**config.mk**
```make
export PLATFORM = sky130hd
export DESIGN_NAME = rtarr_top
export DESIGN_NICKNAME = d
export VERILOG_FILES = /design/src/shared/rtarr_pkg.sv /design/src/logic/rtarr_top.sv
export SDC_FILE = /design/constraint.sdc
export NUM_CORES = 1
export LEC_CHECK = 0
export BUFFER_PORTS_ARGS = -buffer_cell sky130_fd_sc_hd__clkbuf_2
export CAP_MARGIN = 25
export CELL_PAD_IN_SITES_DETAIL_PLACEMENT = 0
export CELL_PAD_IN_SITES_GLOBAL_PLACEMENT = 1
export CORE_ASPECT_RATIO = 0.7
export CORE_MARGIN = 2
export CORE_UTILIZATION = 47
export DETAILED_ROUTE_END_ITERATION = 6
export GPL_ROUTABILITY_DRIVEN = 0
export HOLD_SLACK_MARGIN = 0.02
export PLACE_DENSITY = 0.82
export SYNTH_ARGS = -nofsm -noshare
export SYNTH_HDL_FRONTEND = slang
export SYNTH_SLANG_ARGS = --single-unit
export TNS_END_PERCENT = 10
```
**constraint.sdc**
```tcl
create_clock -name clk -period 3 [get_ports clk]
set_clock_uncertainty 0.15 [all_clocks]
set_input_delay 0.45 -clock clk [delete_from_list [all_inputs] [get_ports clk]]
set_output_delay 0.45 -clock clk [all_outputs]
set_load 0.02 [all_outputs]
```
**src/shared/rtarr_pkg.sv**
```systemverilog
// constants and types for the six-way reload timer array
package rtarr_pkg;

  // ----------------------------------------------------------------
  // sizes
  // ----------------------------------------------------------------
  localparam int NTMR     = 6;
  localparam int NSRC_TMR = 4;
  localparam int AW       = 12;
  localparam int DW       = 32;

  // ----------------------------------------------------------------
  // register indices, byte address is four times the index
  // ----------------------------------------------------------------
  localparam logic [9:0] IDX_TMR_BASE = 10'h080;
  localparam logic [9:0] IDX_STRIDE   = 10'h003;
  localparam logic [9:0] SUB_CTL      = 10'h000;
  localparam logic [9:0] SUB_LOW      = 10'h001;
  localparam logic [9:0] SUB_HIGH     = 10'h002;
  localparam logic [9:0] IDX_SRC_SEL  = 10'h098;
  localparam logic [9:0] IDX_OUT_EN   = 10'h099;

  // ----------------------------------------------------------------
  // control register field positions
  // ----------------------------------------------------------------
  localparam int CTL_RUN_BIT  = 0;
  localparam int CTL_RST_BIT  = 1;
  localparam int CTL_DIV_LSB  = 2;
  localparam int CTL_MODE_BIT = 4;
  localparam int CTL_IE_BIT   = 6;
  localparam int CTL_FLAG_BIT = 7;

  // ----------------------------------------------------------------
  // prescaler terminal counts for divide by 4, 16, 64, 256
  // ----------------------------------------------------------------
  localparam logic [3:0][7:0] PRESC_TOP = {8'hff, 8'h3f, 8'h0f, 8'h03};

  // ----------------------------------------------------------------
  // input source codes, two bits per timer 0..3
  // ----------------------------------------------------------------
  localparam logic [1:0] SRC_SYS = 2'h0;
  localparam logic [1:0] SRC_RTC = 2'h1;
  localparam logic [1:0] SRC_EVT = 2'h2;

  // ----------------------------------------------------------------
  // count values and reset values
  // ----------------------------------------------------------------
  localparam logic [15:0] CNT_ONE     = 16'h0001;
  localparam logic [15:0] CNT_ZERO    = 16'h0000;
  localparam logic [15:0] CNT_RST     = 16'h0000;
  localparam logic [7:0]  SRC_RST     = 8'h00;
  localparam logic [1:0]  OUT_EN_RST  = 2'h0;
  localparam int          EVT_STAGES  = 5;
  localparam int          RTC_STAGES  = 2;

  // ----------------------------------------------------------------
  // stored control fields of one timer
  // ----------------------------------------------------------------
  typedef struct packed {
    logic       ie;
    logic       mode;
    logic [1:0] div;
    logic       rst_en;
    logic       run;
  } rtarr_ctl_s;

  localparam rtarr_ctl_s CTL_RST = '0;

endpackage

```
**src/logic/rtarr_top.sv**
```systemverilog
// six independent 16-bit reload timers behind an apb slave
//
// The placing of the registers and the APB register port were decided locally.
module rtarr_top
  import rtarr_pkg::*;
(
  input  wire logic              clk,
  input  wire logic              reset,
  input  wire logic              psel,
  input  wire logic              penable,
  input  wire logic              pwrite,
  input  wire logic [rtarr_pkg::AW-1:0] paddr,
  input  wire logic [rtarr_pkg::DW-1:0] pwdata,
  output logic [rtarr_pkg::DW-1:0] prdata,
  output logic                   pready,
  output logic                   pslverr,
  input  wire logic              rtc_osc_output,
  input  wire logic              event_pin_a,
  input  wire logic              event_pin_b,
  output logic [rtarr_pkg::NTMR-1:0] timer_irq,
  output logic                   toggle_out_pin_a,
  output logic                   toggle_out_pin_a_oe,
  output logic                   toggle_out_pin_b,
  output logic                   toggle_out_pin_b_oe
);
  import rtarr_pkg::*;

  // ----------------------------------------------------------------
  // decode helpers
  // ----------------------------------------------------------------
  // index of one register of one timer
  function automatic logic [9:0] tmr_idx(input int t, input logic [9:0] sub);
    tmr_idx = IDX_TMR_BASE + 10'(t * IDX_STRIDE) + sub;
  endfunction

  // ----------------------------------------------------------------
  // apb handshake
  // ----------------------------------------------------------------
  logic [9:0]  widx;
  logic        aligned;
  logic        acc_go;
  logic        rd_go;
  logic        wr_go;
  logic        hit_src;
  logic        hit_out;
  logic        mapped;
  logic [7:0]  wbyte;
  logic [31:0] rd_mux;

  // word index, first access cycle, completing write
  assign widx    = paddr[AW-1:2];
  assign aligned = (paddr[1:0] == 2'h0);
  assign acc_go  = psel & penable & ~pready;
  assign rd_go   = acc_go & ~pwrite;
  assign wr_go   = psel & penable & pready & pwrite & aligned;
  assign wbyte   = pwdata[7:0];
  assign hit_src = aligned & (widx == IDX_SRC_SEL);
  assign hit_out = aligned & (widx == IDX_OUT_EN);

  // answer one cycle after the access phase opens
  always_ff @(posedge clk) begin
    if (reset) begin
      pready  <= 1'b0;
      prdata  <= '0;
      pslverr <= 1'b0;
    end else begin
      pready  <= acc_go;
      pslverr <= acc_go & ~mapped;
      if (acc_go) begin
        prdata <= pwrite ? '0 : rd_mux;
      end
    end
  end

  // ----------------------------------------------------------------
  // shared configuration: source select and toggle enable
  // ----------------------------------------------------------------
  logic [7:0] src_sel;
  logic [1:0] out_en;

  // software writes, reset leaves system clock and toggles off
  always_ff @(posedge clk) begin
    if (reset) begin
      src_sel <= SRC_RST;
      out_en  <= OUT_EN_RST;
    end else begin
      if (wr_go & hit_src) begin
        src_sel <= wbyte;
      end
      if (wr_go & hit_out) begin
        out_en <= wbyte[1:0];
      end
    end
  end

  // ----------------------------------------------------------------
  // pin samplers
  // ----------------------------------------------------------------
  logic [EVT_STAGES-1:0] evt_a_sh;
  logic [EVT_STAGES-1:0] evt_b_sh;
  logic [RTC_STAGES-1:0] rtc_sh;
  logic                  evt_a_rise;
  logic                  evt_b_rise;
  logic                  rtc_fall;

  // sampling chains on the synchronous pins
  always_ff @(posedge clk) begin
    if (reset) begin
      evt_a_sh <= '0;
      evt_b_sh <= '0;
      rtc_sh   <= '0;
    end else begin
      evt_a_sh <= {evt_a_sh[EVT_STAGES-2:0], event_pin_a};
      evt_b_sh <= {evt_b_sh[EVT_STAGES-2:0], event_pin_b};
      rtc_sh   <= {rtc_sh[0], rtc_osc_output};
    end
  end

  // rise seen late enough for update on fifth edge
  assign evt_a_rise = evt_a_sh[EVT_STAGES-2] & ~evt_a_sh[EVT_STAGES-1];
  assign evt_b_rise = evt_b_sh[EVT_STAGES-2] & ~evt_b_sh[EVT_STAGES-1];
  // fall seen after first edge, counter moves on second
  assign rtc_fall   = rtc_sh[1] & ~rtc_sh[0];

  // ----------------------------------------------------------------
  // timer instances
  // ----------------------------------------------------------------
  logic [31:0] rd_part   [NTMR];
  logic        hit_any   [NTMR];
  logic        eoc_v     [NTMR];
  logic [NTMR-1:0] next_irq;

  for (genvar t = 0; t < NTMR; t++) begin : g_tmr
    logic [15:0] cnt;
    logic [15:0] reload;
    logic [7:0]  hold;
    logic [7:0]  presc;
    logic        flag;
    rtarr_ctl_s  ctl;
    rtarr_ctl_s  next_ctl;
    logic [15:0] next_cnt;
    logic        next_flag;
    logic [1:0]  src;
    logic        evt_rise;
    logic        hit_ctl;
    logic        hit_low;
    logic        hit_high;
    logic        ctl_wr;
    logic        restart;
    logic        presc_tc;
    logic        tick;
    logic        step;
    logic        eoc;

    // source select exists only for timers 0..3
    if (t < NSRC_TMR) begin : g_src
      assign src = src_sel[2*t +: 2];
    end else begin : g_nosrc
      assign src = SRC_SYS;
    end
    // timers 0 and 2 on pin a, 1 and 3 on pin b
    assign evt_rise = (t % 2 == 0) ? evt_a_rise : evt_b_rise;

    // register decode
    assign hit_ctl  = aligned & (widx == tmr_idx(t, SUB_CTL));
    assign hit_low  = aligned & (widx == tmr_idx(t, SUB_LOW));
    assign hit_high = aligned & (widx == tmr_idx(t, SUB_HIGH));
    assign hit_any[t] = hit_ctl | hit_low | hit_high;
    assign ctl_wr   = wr_go & hit_ctl;
    assign restart  = ctl_wr & wbyte[CTL_RST_BIT];

    // tick selection: prescaler, rtc fall or pin rise
    assign presc_tc = (presc == PRESC_TOP[ctl.div]);
    assign tick = (src == SRC_RTC) ? rtc_fall :
                  (src == SRC_EVT) ? evt_rise : presc_tc;
    assign step = ctl.run & tick & ~restart;
    // end of count only on the step out of 0001h
    assign eoc  = step & (cnt == CNT_ONE);
    assign eoc_v[t] = eoc;

    // counter next value
    assign next_cnt = restart ? reload :
                      ~step   ? cnt :
                      ~eoc    ? cnt - 16'h0001 :
                      ctl.mode ? reload : CNT_ZERO;

    // control next value; single pass drops run at the end
    always_comb begin
      next_ctl = ctl;
      if (ctl_wr) begin
        next_ctl.run    = wbyte[CTL_RUN_BIT];
        next_ctl.rst_en = wbyte[CTL_RST_BIT];
        next_ctl.div    = wbyte[CTL_DIV_LSB +: 2];
        next_ctl.mode   = wbyte[CTL_MODE_BIT];
        next_ctl.ie     = wbyte[CTL_IE_BIT];
      end else if (eoc & ~ctl.mode) begin
        next_ctl.run = 1'b0;
      end
    end

    // flag: a new end of count beats the read clear
    assign next_flag = eoc ? 1'b1 : (rd_go & hit_ctl) ? 1'b0 : flag;
    assign next_irq[t] = next_flag & next_ctl.ie;

    // per-timer state, nothing shared with neighbours
    always_ff @(posedge clk) begin
      if (reset) begin
        cnt  <= CNT_RST;
        ctl  <= CTL_RST;
        flag <= 1'b0;
      end else begin
        cnt  <= next_cnt;
        ctl  <= next_ctl;
        flag <= next_flag;
      end
    end

    // reload value halves written at the data addresses
    always_ff @(posedge clk) begin
      if (reset) begin
        reload <= CNT_RST;
      end else begin
        if (wr_go & hit_low) begin
          reload[7:0] <= wbyte;
        end
        if (wr_go & hit_high) begin
          reload[15:8] <= wbyte;
        end
      end
    end

    // high byte held when the low byte is read
    always_ff @(posedge clk) begin
      if (reset) begin
        hold <= 8'h00;
      end else if (rd_go & hit_low) begin
        hold <= cnt[15:8];
      end
    end

    // prescaler runs only on the system clock source
    always_ff @(posedge clk) begin
      if (reset) begin
        presc <= 8'h00;
      end else if (restart | ~ctl.run | (src != SRC_SYS) | presc_tc) begin
        presc <= 8'h00;
      end else begin
        presc <= presc + 8'h01;
      end
    end

    // read view of this timer, reads leave the counter alone
    assign rd_part[t] = hit_ctl  ? {24'h0, flag, ctl.ie, 1'b0, ctl.mode,
                                    ctl.div, ctl.rst_en, ctl.run} :
                        hit_low  ? {24'h0, cnt[7:0]} :
                        hit_high ? {24'h0, hold} : 32'h0;
  end

  // ----------------------------------------------------------------
  // read mux and map check
  // ----------------------------------------------------------------
  always_comb begin
    rd_mux = hit_src ? {24'h0, src_sel} :
             hit_out ? {30'h0, out_en} : 32'h0;
    mapped = hit_src | hit_out;
    for (int i = 0; i < NTMR; i++) begin
      rd_mux = rd_mux | rd_part[i];
      mapped = mapped | hit_any[i];
    end
  end

  // ----------------------------------------------------------------
  // interrupt lines and toggle outputs
  // ----------------------------------------------------------------
  // one request line per timer
  always_ff @(posedge clk) begin
    if (reset) begin
      timer_irq <= '0;
    end else begin
      timer_irq <= next_irq;
    end
  end

  // toggle on each end of count of timer 4 (pin a) and timer 5 (pin b), low while disabled
  always_ff @(posedge clk) begin
    if (reset) begin
      toggle_out_pin_a    <= 1'b0;
      toggle_out_pin_b    <= 1'b0;
      toggle_out_pin_a_oe <= 1'b0;
      toggle_out_pin_b_oe <= 1'b0;
    end else begin
      toggle_out_pin_a_oe <= out_en[0];
      toggle_out_pin_b_oe <= out_en[1];
      if (!out_en[0]) begin
        toggle_out_pin_a <= 1'b0;
      end else if (eoc_v[4]) begin
        toggle_out_pin_a <= ~toggle_out_pin_a;
      end
      if (!out_en[1]) begin
        toggle_out_pin_b <= 1'b0;
      end else if (eoc_v[5]) begin
        toggle_out_pin_b <= ~toggle_out_pin_b;
      end
    end
  end

endmodule

```
Yosys cells after proc, flatten, opt, wreduce, memory -nomap -nowiden:

Index checks and enable logic that the tools add are counted.
W data, S select, Z words.

* flip-flop bits (word level): 396
* input port bits: 52
* output and inout port bits: 44
* word-level logic and storage cells: 424

* add/subtract/negate cells: 12
* magnitude comparators: 6
* eq/ne operators: 40
* mux-type cells: 95
* bitwise logic cells: 167
* reduce and logical (&&, ||, !) cells: 25

Operators with widths (number)
* $mux W16: 24
* $eq A10 B8 Y1 const B: 20
* $mux W8: 25
* $and A1 B1 Y1: 98
* $bmux W8 S2: 6
* $eq A16 B1 Y1 const B: 6
* $sub A16 B1 Y16 const B: 6
* $add A8 B1 Y8 const B: 6
* $eq A8 B8 Y1: 6
* $or A8 B8 Y8: 6
* $or A1 B1 Y1: 35
* $mux W1: 32
* $mux W32: 1
* $reduce_bool A2 Y1: 16
* $mux W5: 6
* $not A1 Y1: 28
* $lt A2 B3 Y1 const B: 6
* $reduce_or A2 Y1: 8
* $eq A2 B1 Y1 const B: 4
* $eq A2 B2 Y1 const B: 4
* $logic_not A2 Y1: 1
* $mux W2: 1

Logic depth before layout (Yosys ltp):

Gate-level depths: netlist of the first run.

* depth in word-level cells: 12
* mapped depth: 10
* mapped depth without buffers: 8

Least setup slack after synthesis of the first run:

OpenSTA, ideal clock, no wires.

* path type: reg2reg
* start point: register g_tmr[5].cnt[1]
* end point: register g_tmr[5].ctl[0] (netlist bit)
* library setup time: 132 ps
* arrival: 2364 ps
* data required time: 2718 ps
* slack: 354 ps
* cell stages (with the launch flop): 11
* path buffers: 2
* period minus slack after synthesis: 2646 ps
* cell sequence: dfxtp_1 -> inv_1 -> ha_1 -> or4b_2 -> or3_1 -> buf_2 -> nor2_2 -> buf_4 -> nand2_1 -> o311ai_1 -> a21oi_1

* cells in the longest elaborated chain, start to end: 4

RTL lines
* from (decl): line rtarr_top.sv:134 `logic [15:0] cnt;`
* from (signal assigned): line rtarr_top.sv:212 `cnt <= next_cnt;`
* $eq A16 B1 Y1: line rtarr_top.sv:178 `assign eoc = step & (cnt == CNT_ONE);`
* $and A1 B1 Y1: line rtarr_top.sv:178
* $and A1 B1 Y1: line rtarr_top.sv:196 `end else if (eoc & ~ctl.mode) begin`
* $reduce_bool A2 Y1 (no source line)
* to (signal assigned): line rtarr_top.sv:213 `ctl <= next_ctl;`
* to (decl): line rtarr_top.sv:139 `rtarr_ctl_s ctl;`

Every way passes these cells.
A chain may end at the register's enable or synchronous reset.

Worst setup path in the final report of the first run:

* start point: register g_tmr[5].cnt[1]
* end point: register g_tmr[5].cnt[6]

* cells in the longest elaborated chain, start to end: 5
* elaborated cells between the ends (all ways): 6
* those cells by class: add/sub (1); eq/ne (1); mux (3); bitwise (1)

RTL lines
* branches (longest 2 deep; another with $sub A16 B1 Y16)
* $mux W16 (*): line rtarr_top.sv:184 `~eoc ? cnt - 16'h0001 :`
* $mux W16 (*): line rtarr_top.sv:183 `~step ? cnt :`
* $mux W16 (*): line rtarr_top.sv:182 `assign next_cnt = restart ? reload :`

Mark *: on every way between the ends. The select of a mux whose other input is x is not followed.

==> flow_summary.toml, run 1 <==
[drt]
wl_um = 68300
num_vias = 19201
vias_per_cell = 6.31
post_drt_wl_per_cell_um = 22.4
dr.pass1.iters = 6
drt_iter0_markers = 2333
ant_nets = 0
drcViolationCount = 0

[yosys]
async_reset_ff_frac = 0
yosys_register_bits = 372
syn_avg_cell_area_um2 = 8.12
ys_warn_count = 0
ys_types = 95
synth-edff-count = 0
syn-instance-count = 2390
syn_area_um2 = 19400
ys_seq_area_frac = 0.384
ys.flop_type = "dfxtp_1"

[setup_path]
critPathKind = "reg2reg"
critPathMaxStageDelay_ns = 0.62
cp-start-kind = "flip-flop"
crit_path_max_fanout = 14
required_ns = 3.28
crit_path_cell_trace = "inv_1, ha_1, or4b_2, or3_1, nor2_2, buf_4, nor2_1, o211a_1, a221o_1"
crit_path_end_kind = "flip-flop"
cp_slowest_cell = "or4b_2"
crit_arrival_ns = 3.10

[floorplan]
initial_core_util = 0.475
pin_count = 96
die_y_um = 174
core_area_um2 = 40900
fp-row-count = 62
die-area_um2 = 43000
dieWidth_um = 247

[clock_tree]
cts_buffers = 39
cts.sinks = 372
clkTransAtPathRegs_ns = 0.06
clk_latency_ns = 0.55
clockRootBuffer = "clkbuf_16"
post-cts-setup-buffers = 0
htree_levels = 2
cts_buffer_depth = 3
cts_tree = "built"

[placement]
portBuffers = 47
postPlaceCellArea_um2 = 20800
hpwl_um = 48800

[sta]
finalCriticalPeriod_ns = 2.82
tightest_slew_ns = 1.05
period_share = 0.940
slew_headroom = 0.302
hold_viol_final = 0
finalSetupViolCount = 0
hold_ws_ns = 0.151
slew_violations = 0
clock.fmax_ghz = 0.354
rsz0062_at_grt = "no"
fin_tns_setup_ns = 0

[final_layout]
drive_gt1_frac = 0.127
insertedDiodeCount = 0
areaGrowthSynthToFinish_pct = 14.1
final_common_cell = "dfxtp_1"
fin_nets = 2542
final_area_um2 = 22100
final_cell_mix = "dfxtp_1 (372), nor2_1 (303), nand2_1 (221), a21oi_1 (153), buf_4 (152)"

[global_routing]
grt_first_pass_wirelength_um = 105000
grt_use_total = 0.312
grt_pass1_vias = 17515
antenna_found_initial = 0
grt_max_degree = 82
grt_overflow = 0

[min_path]
holdCritPathClass = "in2reg"

[power]
power_frac_comb = 0.044
p_int_mw = 7.96
seqPwrFrac = 0.479
power_density_nw_per_um2 = 468
p_sw_frac = 0.231
p_leak_nw = 8.49
power.share.clock = 0.478
ir_worst_vdd_mv = 0.538
switching_power_mw = 2.40

[outcome]
status = "complete, no violations"

[run]
maxCapViolCount = 0
## per-layer routing
layer  share of wire  global-route usage  vias to the layer above
met2            0.40               0.436                      994
met3            0.11              0.0655                      144
met5               0                   0                        -
li1                -                   -                     8860
met4           0.036               0.102                        0
met1            0.46               0.472                     9203
## cells in the mapped netlist (16+ instances only)
master	count	area, µm²
clkbuf_1	127	477
xnor2_1	19	166
xor2_1	30	263
a22oi_1	28	210
buf_4	26	195
buf_2	22	110
and2_1	22	138
nand3_1	113	566
inv_1	40	150
mux2i_1	142	1420
a21oi_1	153	766
dfxtp_1	372	7450
nor2_1	305	1140
o21ai_0	102	510
and3_1	46	288
nor2b_1	23	144
a211oi_1	29	218
nor3_1	81	405
ha_1	18	225
nor4_1	37	231
or3_1	18	113
nand4_1	34	213
a31oi_1	40	250
nand2_1	221	830
a22o_1	16	140
## metrics by stage
| stage | setup slack [ns] | util | std cells | power [mW] |
|---|---|---|---|---|
| 2_1_floorplan | 0.354 | - | 2413 | 5.34 |
| 3_3_place_gp | 0.0516 | 0.509 | 2972 | 5.50 |
| 3_5_place_dp | 0.0386 | 0.509 | 2972 | 5.50 |
| 4_1_cts | 0.00808 | 0.541 | 3045 | 10.4 |
| 5_1_grt | 0.0124 | 0.541 | 3045 | 10.6 |
| 6_report | 0.179 | 0.541 | 3045 | 10.4 |
## sequential cells by signal, summed over array words and instances (netlist names)
register             count
g_tmr.cnt               96
g_tmr.reload            96
g_tmr.hold              48
g_tmr.presc             48
g_tmr.ctl               36
prdata                   8
src_sel                  8
g_tmr.flag               6
timer_irq                6
evt_a_sh                 5
evt_b_sh                 5
out_en                   2
rtc_sh                   2
pready                   1
pslverr                  1
toggle_out_pin_a         1
toggle_out_pin_a_oe      1
toggle_out_pin_b         1
toggle_out_pin_b_oe      1
## final cells by class
| class | count | area, µm² |
|---|---|---|
| Fill cell | 3833 | 18700 |
| Multi-Input combinational cell | 1814 | 11100 |
| Sequential cell | 372 | 7450 |
| Timing Repair Buffer | 205 | 1480 |
| Clock buffer | 60 | 1190 |
| Tap cell | 544 | 681 |
| Inverter | 40 | 150 |
| Clock inverter | 10 | 103 |
## final timing paths
path	start	endpoint	slack, ns	cells past startpoint
setup reg to reg	g_tmr[5].cnt[1]	g_tmr[5].cnt[6]	0.18	9
hold / removal	reset	src_sel[5]	0.15	2
setup / recovery	g_tmr[5].cnt[1]	g_tmr[5].cnt[6]	0.18	9
hold reg to reg	evt_b_sh[1]	evt_b_sh[2]	0.29	1
## cells by family (layout without fill, tap and decap cells)
family | after synthesis | in the layout | synth area share
flip-flops | 372 | 372 | 0.384
XOR/XNOR | 49 | 49 | 0.0221
adder cells (fa/ha/maj) | 19 | 19 | 0.0121
other | 1 | 24 | 0.000193
AND/OR/NAND/NOR | 998 | 998 | 0.253
AO/OA/AOI/OAI | 578 | 578 | 0.201
buffers and inverters | 227 | 315 | 0.0511
multiplexers | 146 | 146 | 0.0761
## power by group through the flow
stage               registers [mW]  logic, mW  clock network, mW
floorplan                     5.06      0.277                  0
CTS                           4.96      0.440               5.01
finish                        4.96      0.453               4.95
global route                  4.95      0.473               5.20
detailed placement            5.07      0.435                  0
global placement              5.07      0.430                  0
## worst max-delay path: cells and delay by family (launching register included)
family / cells / cell delay, ns
flops: 1 / 0.36
fa+ha+maj: 1 / 0.19
compound gates: 2 / 0.45
simple gates: 4 / 1.20
buf+inv: 2 / 0.35
## timing repair
item / 4_1_cts / 5_1_grt
setup endpoints to repair: 0 / 8
endpoints found under the hold margin: 3 / 0
gates resized for setup: 0 / 3
hold buffers: 3 / 0
Note: power is estimated with default switching activity, not from simulation.
==> inputs of run 2 (changes only) <==
Settings changed: RECOVER_POWER set to 50.
==> run 2 against run 1 <==
- sequential share of layout area grew 0.23 points
- critical path type is now in2reg
- largest power group unchanged
- first-iteration DRC count is 2.9% higher
- global-route usage did not move
- via count is 0.24% lower
- die area unchanged
- cell count stayed put
- sequential cell count stayed put
- core utilization is 0.36 points lower
- critical path depth shrank 2
- combinational power is 2% lower
- largest cell class unchanged
==> flow_summary.toml, run 2 (same netlist as run 1, synthesis figures left out) <==
[outcome]
status = "complete, no violations"

[power]
power_density_nw_per_um2 = 471
p_total_mw = 10.3
p_leak_nw = 8.36
ir_worst_vdd_mv = 0.536

[sta]
hold_viol_final = 0
slew_violations = 0
rsz0062_at_grt = "no"
clock.fmax_ghz = 0.339
slew_headroom = 0.0196
finalSetupViolCount = 0
period_share = 0.983
tightest_slew_ns = 1.47
fin_ws_ns = 0.0509
fin_tns_setup_ns = 0
finalCriticalPeriod_ns = 2.95

[drt]
dr.pass1.iters = 6
post_drt_wl_per_cell_um = 22.4
top_layer = "met4"
met3_length_um = 7050
num_vias = 19155
wl_met1_um = 31300
wl_met2_um = 27300
drt_iter0_markers = 2401
drcViolationCount = 0
wl_um = 68200
vias_per_cell = 6.29
ant_nets = 0

[clock_tree]
cts_buffer_depth = 3
cts_buffers = 39
cts_tree = "built"
clkTransAtPathRegs_ns = 0.07
post-cts-setup-buffers = 0
htree_levels = 2
clockRootBuffer = "clkbuf_16"
cts.sinks = 372
clk_latency_ns = 0.55

[min_path]
holdCritPathClass = "in2reg"

[global_routing]
antenna_found_initial = 0
grt_first_pass_wirelength_um = 105000
grt_use_total = 0.312
grt_max_degree = 82
grt_pass1_vias = 17515
grt_overflow = 0

[floorplan]
dieWidth_um = 247
fp-row-count = 62
pin_count = 96
initial_core_util = 0.475
die-area_um2 = 43000
die_y_um = 174
core_area_um2 = 40900

[setup_path]
r2r_start = "g_tmr[5].cnt[1]"
crit_path_max_fanout = 27
cp-start-kind = "primary input"
crit_arrival_ns = 3.21
crit_path_end_kind = "flip-flop"
critPathKind = "in2reg"
required_ns = 3.26
r2r_cells = 9
critPathLaunch = "reset"
timing.reg2reg.setup_slack_ns = 0.19
timing.critical_path.to = "prdata[0]"
reg2reg_to = "g_tmr[5].cnt[6]"

[final_layout]
insertedDiodeCount = 0
fin_nets = 2542
drive_gt1_frac = 0.112
fill_cells = 3858
final_common_cell = "dfxtp_1"
reg_top3 = "g_tmr.cnt: 96 flops, g_tmr.reload: 96 flops"
areaGrowthSynthToFinish_pct = 13.3
final_cell_mix = "dfxtp_1 (372), nor2_1 (304), nand2_1 (221), a21oi_1 (153), mux2i_1 (142)"
finalNonFillerCells = 3045

[placement]
dp_slack_ns = 0.0386
portBuffers = 47
hpwl_um = 48800
post-place-cells = 2972

[run]
maxCapViolCount = 0
## run 2: cell types whose count changed in the layout (fill, tap and decap cells not counted), moves of 2 or more
cell / previous run / this run
buf_4: 152 / 133
nor4_1: 35 / 37
clkbuf_2: 46 / 34
and2_0: 1 / 6
and2_1: 22 / 17
nor3_2: 5 / 3
nor3_1: 79 / 81
clkbuf_1: 10 / 42
## run 2: area by class of cell
class	instances	area, µm²	area share
Multi-Input combinational cell	1814	11000	0.502
Sequential cell	372	7450	0.339
Timing Repair Buffer	205	1370	0.0624
Clock buffer	60	1190	0.0540
Tap cell	544	681	0.0310
Inverter	40	150	0.00683
Clock inverter	10	103	0.00467
## run 2: worst min-delay path by stage
stage | from | endpoint | slack [ns] | cells past startpoint
detailed placement | evt_b_sh[1] | evt_b_sh[2] | 0.27 | 1
CTS | reset | src_sel[5] | 0.13 | 2
global placement | evt_b_sh[1] | evt_b_sh[2] | 0.27 | 1
finish | pwrite | prdata[1] | 0.27 | 4
global route | pwrite | prdata[1] | 0.29 | 4
floorplan | g_tmr[0].presc[0] | g_tmr[0].presc[0] | 0.26 | 1
## run 2: repair_timing
action	in CTS	in global routing
gates resized for setup	0	3
hold buffers	3	0
hold endpoints to repair	3	0
setup endpoints to repair	0	8
## run 2: power breakdown
part           total (mW)  switching, mW  internal [mW]
registers            4.96        0.00889           4.95
logic               0.446          0.334          0.112
clock network        4.95           2.05           2.90
total                10.3           2.39           7.96
## run 2: worst max-delay path: stages
cell,delay (ns)
dlymetal6s4s_1,1.14
inv_1,0.61
buf_12,0.36
and3_1,0.20
a311oi_1,0.20
o211a_1,0.18
a21oi_1,0.06
## run 2: stage by stage
step / cell area (µm²) / utilization / hold WS (ns)
after global placement: 20800 / 0.509 / 0.268
after floorplan: 19500 / - / 0.263
after detailed placement: 20800 / 0.509 / 0.273
after global routing: 22000 / 0.538 / 0.289
after CTS: 22100 / 0.541 / 0.130
final: 22000 / 0.538 / 0.267
## run 2: layer usage
metal / track usage / vias to the layer above
li1: - / 8859
met1: 0.472 / 9160
met2: 0.436 / 984
met3: 0.0655 / 152
met4: 0.102 / 0
met5: 0 / -
